File: src/brlq_pkg.sv
/*
 * package for the local bus control block: bus cycle request layout,
 * queue status codes, pin bundle layout and strap timing.
 * assumes nothing beyond a SystemVerilog compiler.
 */
package brlq_pkg;

    // -------------------------------------------------------------
    // queue status codes, {queue_state_bit1, queue_state_bit0}
    // -------------------------------------------------------------
    localparam logic [1:0] QUEUE_CODE_IDLE = 2'h0;
    localparam logic [1:0] QUEUE_CODE_FIRST = 2'h1;
    localparam logic [1:0] QUEUE_CODE_NEXT = 2'h3;
    localparam logic [1:0] QUEUE_CODE_FLUSH = 2'h2;

    // -------------------------------------------------------------
    // strap capture and reset values
    // -------------------------------------------------------------
    // edges after reset release before the strap level is trusted
    localparam int STRAP_SETTLE_CYCLES = 3;
    localparam logic [1:0] STRAP_COUNT_RESET = 2'h0;
    localparam logic STROBE_IDLE_LEVEL = 1'b1;

    // -------------------------------------------------------------
    // types
    // -------------------------------------------------------------
    // queue activity reported by the execution unit each cycle
    typedef enum logic [1:0] {
        QUEUE_NONE,
        QUEUE_FIRST_BYTE,
        QUEUE_NEXT_BYTE,
        QUEUE_EMPTIED
    } brlq_queue_op_type;

    // bus cycle request from the execution unit
    typedef struct packed {
        logic is_write;
        logic is_io;
        logic is_prefetch;
    } brlq_bus_req_type;

    // control pins toward the board, each with its output enable
    typedef struct packed {
        logic ale_qs0;
        logic ale_qs0_oe;
        logic read_strobe_n;
        logic read_strobe_oe;
        logic write_qs1;
        logic write_qs1_oe;
        logic lock_n;
        logic lock_oe;
        logic ad_oe;
    } brlq_pins_type;

endpackage

File: src/brlq_bus_control.sv
/*
 * local bus control: bus cycle sequencer with read/write strobes and
 * address latch, ready handling with wait states, bus lock, and the
 * alternative queue status output mode chosen by a strap at reset.
 * assumes: the read strobe pin carries an external-or-internal pull-up
 * that holds it high while the output enable is low; the arbiter only
 * grants the bus while the sequencer is idle; the execution unit gives
 * one-cycle pulses for lock prefix and instruction completion.
 */
// Functional notes
// - queue codes: 00 none,01 first,11 next,10 flush
// - read strobe low only in read cycles
// - read strobe waits for floated address bus
// - read strobe released, pulled high during reset
// - strap sampled once after reset chooses mode
// - queue mode replaces latch and strobes
// - read strobe floats while bus granted away
// - async ready synchronised, accepted any time
// - async ready held high means always ready
// - sync ready sampled without synchroniser
// - sync ready path skips synchroniser delay
// - sync ready high always ready; unused low
// - lock output active low keeps masters off
// - lock starts at first data cycle
// - lock held until locked instruction ends
// - no prefetch cycles while lock asserted
// - lock floats in reset and bus grant
`timescale 1ns/1ns

module brlq_bus_control
    import brlq_pkg::*;
(
    // clock, reset, enable
    input wire logic clk,
    input wire logic reset,
    input wire logic clk_en,
    // bus cycle requests from the execution unit
    input wire logic req_valid,
    input wire brlq_bus_req_type req,
    output logic req_ready,
    output logic prefetch_blocked,
    output logic cycle_done,
    // lock and queue activity from the execution unit
    input wire logic lock_prefix_seen,
    input wire logic locked_instr_done,
    input wire brlq_queue_op_type queue_op,
    // arbitration: bus handed to another master
    input wire logic bus_granted,
    // board pins
    input wire logic read_strobe_mode_strap,
    input wire logic async_ready_in,
    input wire logic sync_ready_in,
    output brlq_pins_type pins,
    // mode chosen by the strap
    output logic queue_report_mode_select,
    output logic strap_captured
);

    // -------------------------------------------------------------
    // sequencer states
    // -------------------------------------------------------------
    typedef enum logic [2:0] {
        ST_IDLE,
        ST_ADDR,
        ST_FLOAT,
        ST_DATA,
        ST_END
    } brlq_state_type;

    brlq_state_type state;
    brlq_state_type next_state;
    brlq_bus_req_type cur_req;

    // -------------------------------------------------------------
    // helpers
    // -------------------------------------------------------------
    // map the execution unit's queue event to the pin code
    function automatic logic [1:0] queue_code(input brlq_queue_op_type op);
        case (op)
            QUEUE_FIRST_BYTE: queue_code = QUEUE_CODE_FIRST;
            QUEUE_NEXT_BYTE: queue_code = QUEUE_CODE_NEXT;
            QUEUE_EMPTIED: queue_code = QUEUE_CODE_FLUSH;
            default: queue_code = QUEUE_CODE_IDLE;
        endcase
    endfunction

    // -------------------------------------------------------------
    // pin synchronisers
    // -------------------------------------------------------------
    logic strap_meta;
    logic strap_sync;
    logic async_ready_in_meta;
    logic async_ready_in_sync;

    // strap pin comes from the board, so two stages before use
    always_ff @(posedge clk) begin
        if (reset) begin
            strap_meta <= STROBE_IDLE_LEVEL;
            strap_sync <= STROBE_IDLE_LEVEL;
        end else if (clk_en) begin
            strap_meta <= read_strobe_mode_strap;
            strap_sync <= strap_meta;
        end
    end

    // async ready synchroniser
    // a rising edge may land anywhere in the period; only the second stage is read
    always_ff @(posedge clk) begin
        if (reset) begin
            async_ready_in_meta <= 1'b0;
            async_ready_in_sync <= 1'b0;
        end else if (clk_en) begin
            async_ready_in_meta <= async_ready_in;
            async_ready_in_sync <= async_ready_in_meta;
        end
    end

    // -------------------------------------------------------------
    // strap capture
    // -------------------------------------------------------------
    logic [1:0] strap_count;

    // single strap sample
    // the count lets the pulled-up pin pass the synchroniser before the capture
    always_ff @(posedge clk) begin
        if (reset) begin
            strap_count <= STRAP_COUNT_RESET;
            strap_captured <= 1'b0;
            queue_report_mode_select <= 1'b0;
        end else if (clk_en && !strap_captured) begin
            if (strap_count == 2'(STRAP_SETTLE_CYCLES - 1)) begin
                strap_captured <= 1'b1;
                queue_report_mode_select <= ~strap_sync;
            end else begin
                strap_count <= strap_count + 2'h1;
            end
        end
    end

    // -------------------------------------------------------------
    // ready combination
    // -------------------------------------------------------------
    // sync ready used directly
    // no synchroniser delay on sync path
    // either input held high is ready
    logic bus_ready;
    assign bus_ready = async_ready_in_sync | sync_ready_in;

    // -------------------------------------------------------------
    // lock tracking
    // -------------------------------------------------------------
    logic lock_armed;
    logic lock_active;
    logic start_cycle;
    logic take_req;

    // prefetches are refused while locked, data cycles always pass
    assign take_req = req_valid && req_ready && !(req.is_prefetch && lock_active);
    assign start_cycle = clk_en && state == ST_IDLE && take_req;

    // lock on first data cycle
    // the prefix arms the lock; the next non-prefetch cycle fires it
    always_ff @(posedge clk) begin
        if (reset) begin
            lock_armed <= 1'b0;
        end else if (clk_en) begin
            if (lock_prefix_seen) begin
                lock_armed <= 1'b1;
            end else if (start_cycle && !req.is_prefetch) begin
                lock_armed <= 1'b0;
            end
        end
    end

    // hold lock until instruction ends
    // a new firing wins over a completion in the same cycle
    always_ff @(posedge clk) begin
        if (reset) begin
            lock_active <= 1'b0;
        end else if (clk_en) begin
            if (start_cycle && !req.is_prefetch && lock_armed) begin
                lock_active <= 1'b1;
            end else if (locked_instr_done) begin
                lock_active <= 1'b0;
            end
        end
    end

    // -------------------------------------------------------------
    // bus cycle sequencer
    // -------------------------------------------------------------
    // next state: address, float, data with waits, end
    always_comb begin
        next_state = state;
        case (state)
            ST_IDLE: begin
                if (take_req) begin
                    next_state = ST_ADDR;
                end
            end
            ST_ADDR: next_state = ST_FLOAT;
            ST_FLOAT: next_state = ST_DATA;
            ST_DATA: begin
                if (bus_ready) begin
                    next_state = ST_END;
                end
            end
            ST_END: next_state = ST_IDLE;
            default: next_state = ST_IDLE;
        endcase
    end

    // state register and latched request
    always_ff @(posedge clk) begin
        if (reset) begin
            state <= ST_IDLE;
            cur_req <= '0;
        end else if (clk_en) begin
            state <= next_state;
            if (start_cycle) begin
                cur_req <= req;
            end
        end
    end

    // request handshake: accept only when idle, bus owned and mode known
    always_ff @(posedge clk) begin
        if (reset) begin
            req_ready <= 1'b0;
            prefetch_blocked <= 1'b0;
            cycle_done <= 1'b0;
        end else if (clk_en) begin
            req_ready <= next_state == ST_IDLE && !bus_granted && strap_captured && !start_cycle;
            prefetch_blocked <= lock_active || (start_cycle && !req.is_prefetch && lock_armed);
            cycle_done <= state == ST_DATA && bus_ready;
        end
    end

    // -------------------------------------------------------------
    // pin drivers
    // -------------------------------------------------------------
    brlq_pins_type next_pins;
    logic reading;
    logic [1:0] qcode;

    assign reading = !cur_req.is_write;
    assign qcode = queue_code(queue_op);

    // next pin values; everything registers on the same edge
    always_comb begin
        next_pins = pins;
        // address bus driven in the address phase, and for writes in float and data
        next_pins.ad_oe = next_state == ST_ADDR ||
            (cur_req.is_write && (next_state == ST_FLOAT || next_state == ST_DATA));
        if (queue_report_mode_select) begin
            next_pins.ale_qs0 = qcode[0];
            next_pins.write_qs1 = qcode[1];
            next_pins.ale_qs0_oe = 1'b1;
            next_pins.write_qs1_oe = 1'b1;
            next_pins.read_strobe_n = STROBE_IDLE_LEVEL;
            next_pins.read_strobe_oe = 1'b0;
        end else begin
            next_pins.ale_qs0 = next_state == ST_ADDR;
            next_pins.write_qs1 = !(cur_req.is_write && next_state == ST_DATA);
            next_pins.ale_qs0_oe = strap_captured;
            next_pins.write_qs1_oe = strap_captured;
            // strobe after bus floated
            // the strobe may fall only once the address enable already reads low
            next_pins.read_strobe_n = !(reading && next_state == ST_DATA && !pins.ad_oe);
            next_pins.read_strobe_oe = strap_captured;
        end
        next_pins.lock_n = !(lock_active || (start_cycle && !req.is_prefetch && lock_armed));
        next_pins.lock_oe = 1'b1;
        if (bus_granted) begin
            next_pins.ad_oe = 1'b0;
            next_pins.read_strobe_oe = 1'b0;
            next_pins.lock_oe = 1'b0;
            if (!queue_report_mode_select) begin
                next_pins.ale_qs0_oe = 1'b0;
                next_pins.write_qs1_oe = 1'b0;
            end
        end
    end

    // lock floated in reset
    // all enables drop in reset so the pull-up sets the strap level
    always_ff @(posedge clk) begin
        if (reset) begin
            pins.ale_qs0 <= 1'b0;
            pins.ale_qs0_oe <= 1'b0;
            pins.read_strobe_n <= STROBE_IDLE_LEVEL;
            pins.read_strobe_oe <= 1'b0;
            pins.write_qs1 <= STROBE_IDLE_LEVEL;
            pins.write_qs1_oe <= 1'b0;
            pins.lock_n <= 1'b1;
            pins.lock_oe <= 1'b0;
            pins.ad_oe <= 1'b0;
        end else if (clk_en) begin
            pins <= next_pins;
        end
    end

    // board keeps async ready clean or low
    // a late fall is caught two edges late; the sequencer tolerates that
    // because it leaves the data state on the first ready it sees

endmodule

File: config.mk
export PLATFORM = sky130hd
export DESIGN_NAME = brlq_bus_control
export DESIGN_NICKNAME = d
export VERILOG_FILES = /design/src/brlq_pkg.sv /design/src/brlq_bus_control.sv
export SDC_FILE = /design/constraint.sdc
export NUM_CORES = 1
export LEC_CHECK = 0
export BUFFER_PORTS_ARGS = -buffer_cell sky130_fd_sc_hd__buf_2
export CELL_PAD_IN_SITES_DETAIL_PLACEMENT = 0
export CELL_PAD_IN_SITES_GLOBAL_PLACEMENT = 1
export CORE_MARGIN = 2
export CORE_UTILIZATION = 38
export DETAILED_ROUTE_END_ITERATION = 8
export GPL_TIMING_DRIVEN = 0
export PLACE_DENSITY_LB_ADDON = 0.1
export RECOVER_POWER = 50
export SLEW_MARGIN = 20
export SYNTH_ARGS = -nofsm -noshare
export SYNTH_HDL_FRONTEND = slang
export SYNTH_SLANG_ARGS = --single-unit
File: constraint.sdc
create_clock -name clk -period 1.7 [get_ports clk]
set_input_delay 0.085 -clock clk [delete_from_list [all_inputs] [get_ports clk]]
set_output_delay 0.085 -clock clk [all_outputs]
set_load 0.005 [all_outputs]
==> key figures <==
Yosys
  – FF+latch count, synth: 25
  – Portion of the post-synthesis area used by sequential elements: ~43%
  – Ys async rst share: 0%
  – Synthesized area per cell: 9.19 µm²
  – Cell taking the most area after synthesis: sky130_fd_sc_hd__dfxtp_1
  – Library cells used by synthesis: between 40 and 50
  – Post-synthesis cell count: roughly 130
  – Mapped Nets: around 140
  – Commonest register cell after synthesis: sky130_fd_sc_hd__dfxtp_1
  – Number of enable-type register cells in the synthesized netlist: 0
  – Share of Yosys cell area claimed by the top area cell type: 43.2%
  – Yosys synthesis warning count: 0
  – Combined area of all synthesized cells: around 1200 µm²
  – Largest cells by area after synthesis: sky130_fd_sc_hd__dfxtp_1, sky130_fd_sc_hd__a21oi_1, sky130_fd_sc_hd__nor2_1

Pwr
  – Worst IR Drop VDD: ~340 µV
  – Relative contribution of sequential cells to total power: between 60% and 70%
  – Net load switching power: about 0.27 mW
  – Internal portion of total power: between 0.7 and 0.8 mW
  – Power share of the combinational group: around 14%
  – Static power due to leakage: around 0.56 nW
  – Power per standard cell area: about 750 nW/µm²
  – Switching part of the total power: a little over a quarter
  – Total Power Consumption: 1.04 mW
  – Clock network power share: approximately 26%

Setup path
  – Required time worst endpoint: a little under 2 ns
  – Crit end category: flop
  – Peak fanout along the critical path: 7
  – Launching element type of the critical path: flop
  – Critical path arrival: about 1.8 ns
  – Worst Path Class, Setup: reg -> reg

STA
  – Fin crit period: between 1.5 and 2 ns
  – RSZ-0062 raised after global routing: no
  – Final hold slack: 0.0207 ns
  – Final number of max-transition violations: 0
  – Number of endpoints failing setup at the final stage: 0
  – Worst-margin pin slew: between 0.5 and 0.6 ns
  – Post-route clock skew: around 0.01 ns
  – Relative slew slack: 63.5%
  – Number of endpoints with negative hold slack in the final report: 0
  – Sum of negative setup slack: 0 ns
  – Crit share post-route: between 90% and 100%
  – Highest Clock Rate: ~650 MHz

Finish
  – Area growth from synthesis to layout: 19.9%
  – Final net count: between 150 and 200
  – Diode count: 0
  – Number of flip-flops in the largest register: 8
  – Filler cells: 332
  – Leading cell type in the layout, fill and taps excluded: sky130_fd_sc_hd__dfxtp_1
  – Post-route design area: around 1400 µm²
  – Registers with the most flip-flops: pins: 8 flops, state: 3 flops, strap_count: 2 flops
  – Layout cells sized above 1: a little over a fifth
  – Largest Register: pins
  – Leading cell types in the layout, fill and taps excluded: sky130_fd_sc_hd__dfxtp_1, sky130_fd_sc_hd__buf_2, sky130_fd_sc_hd__nor2_1
  – Number of cells in the finished layout apart from fillers: a little under 200

Die
  – Die height: just under 60 µm
  – Number of top-level pins: 29
  – Core outline area: 2980 µm²
  – Die Span X: ~59 µm
  – Area enclosed by the die boundary: between 3000 and 4000 µm²
  – Total number of placement rows: 20
  – Starting utilization of the core area: about 40%

Routing
  – Routed wire length: 2.74 mm
  – Average detailed-routed wire length per instance: ~14 µm
  – DRC: 0
  – Number of DRC markers in iteration 0: 41
  – Vias per inst: 5.30
  – Total via count after detailed routing: 1,023
  – First-pass detailed-route iteration total: 4
  – Remaining number of nets flagged by the antenna check after routing: 0

Global routing
  – Maximum number of pins on one net before global-route repair: 15
  – Vias in the first global route: roughly 1,000
  – Total GRT Usage: between 15 and 20%
  – First-pass GRT wire length: 4.66 mm
  – Overflow left after global routing: 0
  – Number of antenna violations at the first check in global routing: 0

Clocking
  – Post-cts sizing count: 0
  – Clock tree from TritonCTS: yes
  – Clock Tree Root: sky130_fd_sc_hd__clkbuf_4
  – Number of sinks driven by the clock tree: 25
  – Buffer depth of the longest clock path: 2
  – Insertion delay to the later sink of the worst-skew pair: 0.32 ns
  – Number of clock buffers inserted by TritonCTS: 3
  – H-tree depth reported by CTS: 1
  – Clock slew at the register clock pins of the worst setup and hold paths: about 0.14 ns

Placement
  – Placed Cells incl. Taps: around 190
  – DP HPWL: a little over 2 mm
  – Final weighted congestion in routability-driven placement: 0.824
  – Instance area after placement: 1330 µm²
  – IO buf count: 27

Min path
  – Worst Hold Class: in -> reg

Flow run
  – Max-cap violations: 0

Outcome
  – Run status: complete, no violations
==> layer usage <==
layer	GRT usage [%]	wire, µm
met4	6.82	24
met2	30.0	1290
met3	2.84	129
met5	0	0
met1	22.1	1290
==> kinds of logic after synthesis <==
group / share of synthesized area, %
buf+inv: 5.08
flops: 43.2
simple gates: 22.8
compound gates: 21.4
fa+ha+maj: 3.24
mux: 3.46
xor+xnor: 0.757
==> path summary, 6_finish.rpt <==
check	to	depth (start not counted)	slack [ns]	from
setup / recovery	prefetch_blocked	3	0.17	state[1]
hold reg to reg	pins[1]	1	0.47	pins[1]
setup reg to reg	prefetch_blocked	3	0.17	state[1]
hold / removal	lock_armed	2	0.02	req[0]
==> Yosys cell counts (2+ instances only) <==
cell type	instances
sky130_fd_sc_hd__dfxtp_1	25
sky130_fd_sc_hd__nor2_1	12
sky130_fd_sc_hd__nand2_1	11
sky130_fd_sc_hd__a21oi_1	10
sky130_fd_sc_hd__inv_1	7
sky130_fd_sc_hd__mux2i_1	4
sky130_fd_sc_hd__buf_1	3
sky130_fd_sc_hd__ha_1	3
sky130_fd_sc_hd__nor2b_1	3
sky130_fd_sc_hd__nor4_1	3
sky130_fd_sc_hd__o21ai_0	3
sky130_fd_sc_hd__a211oi_1	2
sky130_fd_sc_hd__a31oi_1	2
sky130_fd_sc_hd__buf_2	2
sky130_fd_sc_hd__nand3b_1	2
sky130_fd_sc_hd__nor3_1	2
sky130_fd_sc_hd__o21a_1	2
sky130_fd_sc_hd__or3_1	2
sky130_fd_sc_hd__or3b_2	2
==> power by group through the flow <==
stage | logic [mW] | clock network, mW | registers, mW
5_1_grt | 0.171 | 0.318 | 0.633
6_report | 0.147 | 0.268 | 0.629
3_3_place_gp | 0.140 | 0 | 0.641
3_5_place_dp | 0.144 | 0 | 0.642
2_1_floorplan | 0.0888 | 0 | 0.640
4_1_cts | 0.151 | 0.285 | 0.629
==> layout make-up <==
| class | instances | area [µm²] | share of cell area, % |
|---|---|---|---|
| Multi-Input combinational cell | 87 | 598 | 43.1 |
| Timing Repair Buffer | 31 | 168 | 12.1 |
| Clock inverter | 1 | 5.00 | 0.361 |
| Inverter | 7 | 26.3 | 1.89 |
| Tap cell | 33 | 41.3 | 2.98 |
| Clock buffer | 3 | 22.5 | 1.62 |
| Buffer | 6 | 26.3 | 1.89 |
| Sequential cell | 25 | 500 | 36.1 |
==> through the flow <==
stage	setup WS [ns]	util, %
6_report	0.168	46.6
5_1_grt	0.0949	46.6
4_1_cts	0.0959	47.1
3_5_place_dp	0.117	44.8
3_3_place_gp	0.124	44.8
2_1_floorplan	0.268	-
==> worst max-delay path, cell delays in order, from the launching register on <==
cell                        delay (ns)
sky130_fd_sc_hd__dfxtp_1          0.39
sky130_fd_sc_hd__nand4bb_4        0.26
sky130_fd_sc_hd__or4b_4           0.53
sky130_fd_sc_hd__a311oi_2         0.27
==> what timing repair did <==
action | in CTS | in global routing
buffers inserted | 0 | 0
setup endpoints to repair | 0 | 1
endpoints found under the hold margin | 4 | 0
hold buffers | 4 | 0
Power figures use the tool's default switching activity.
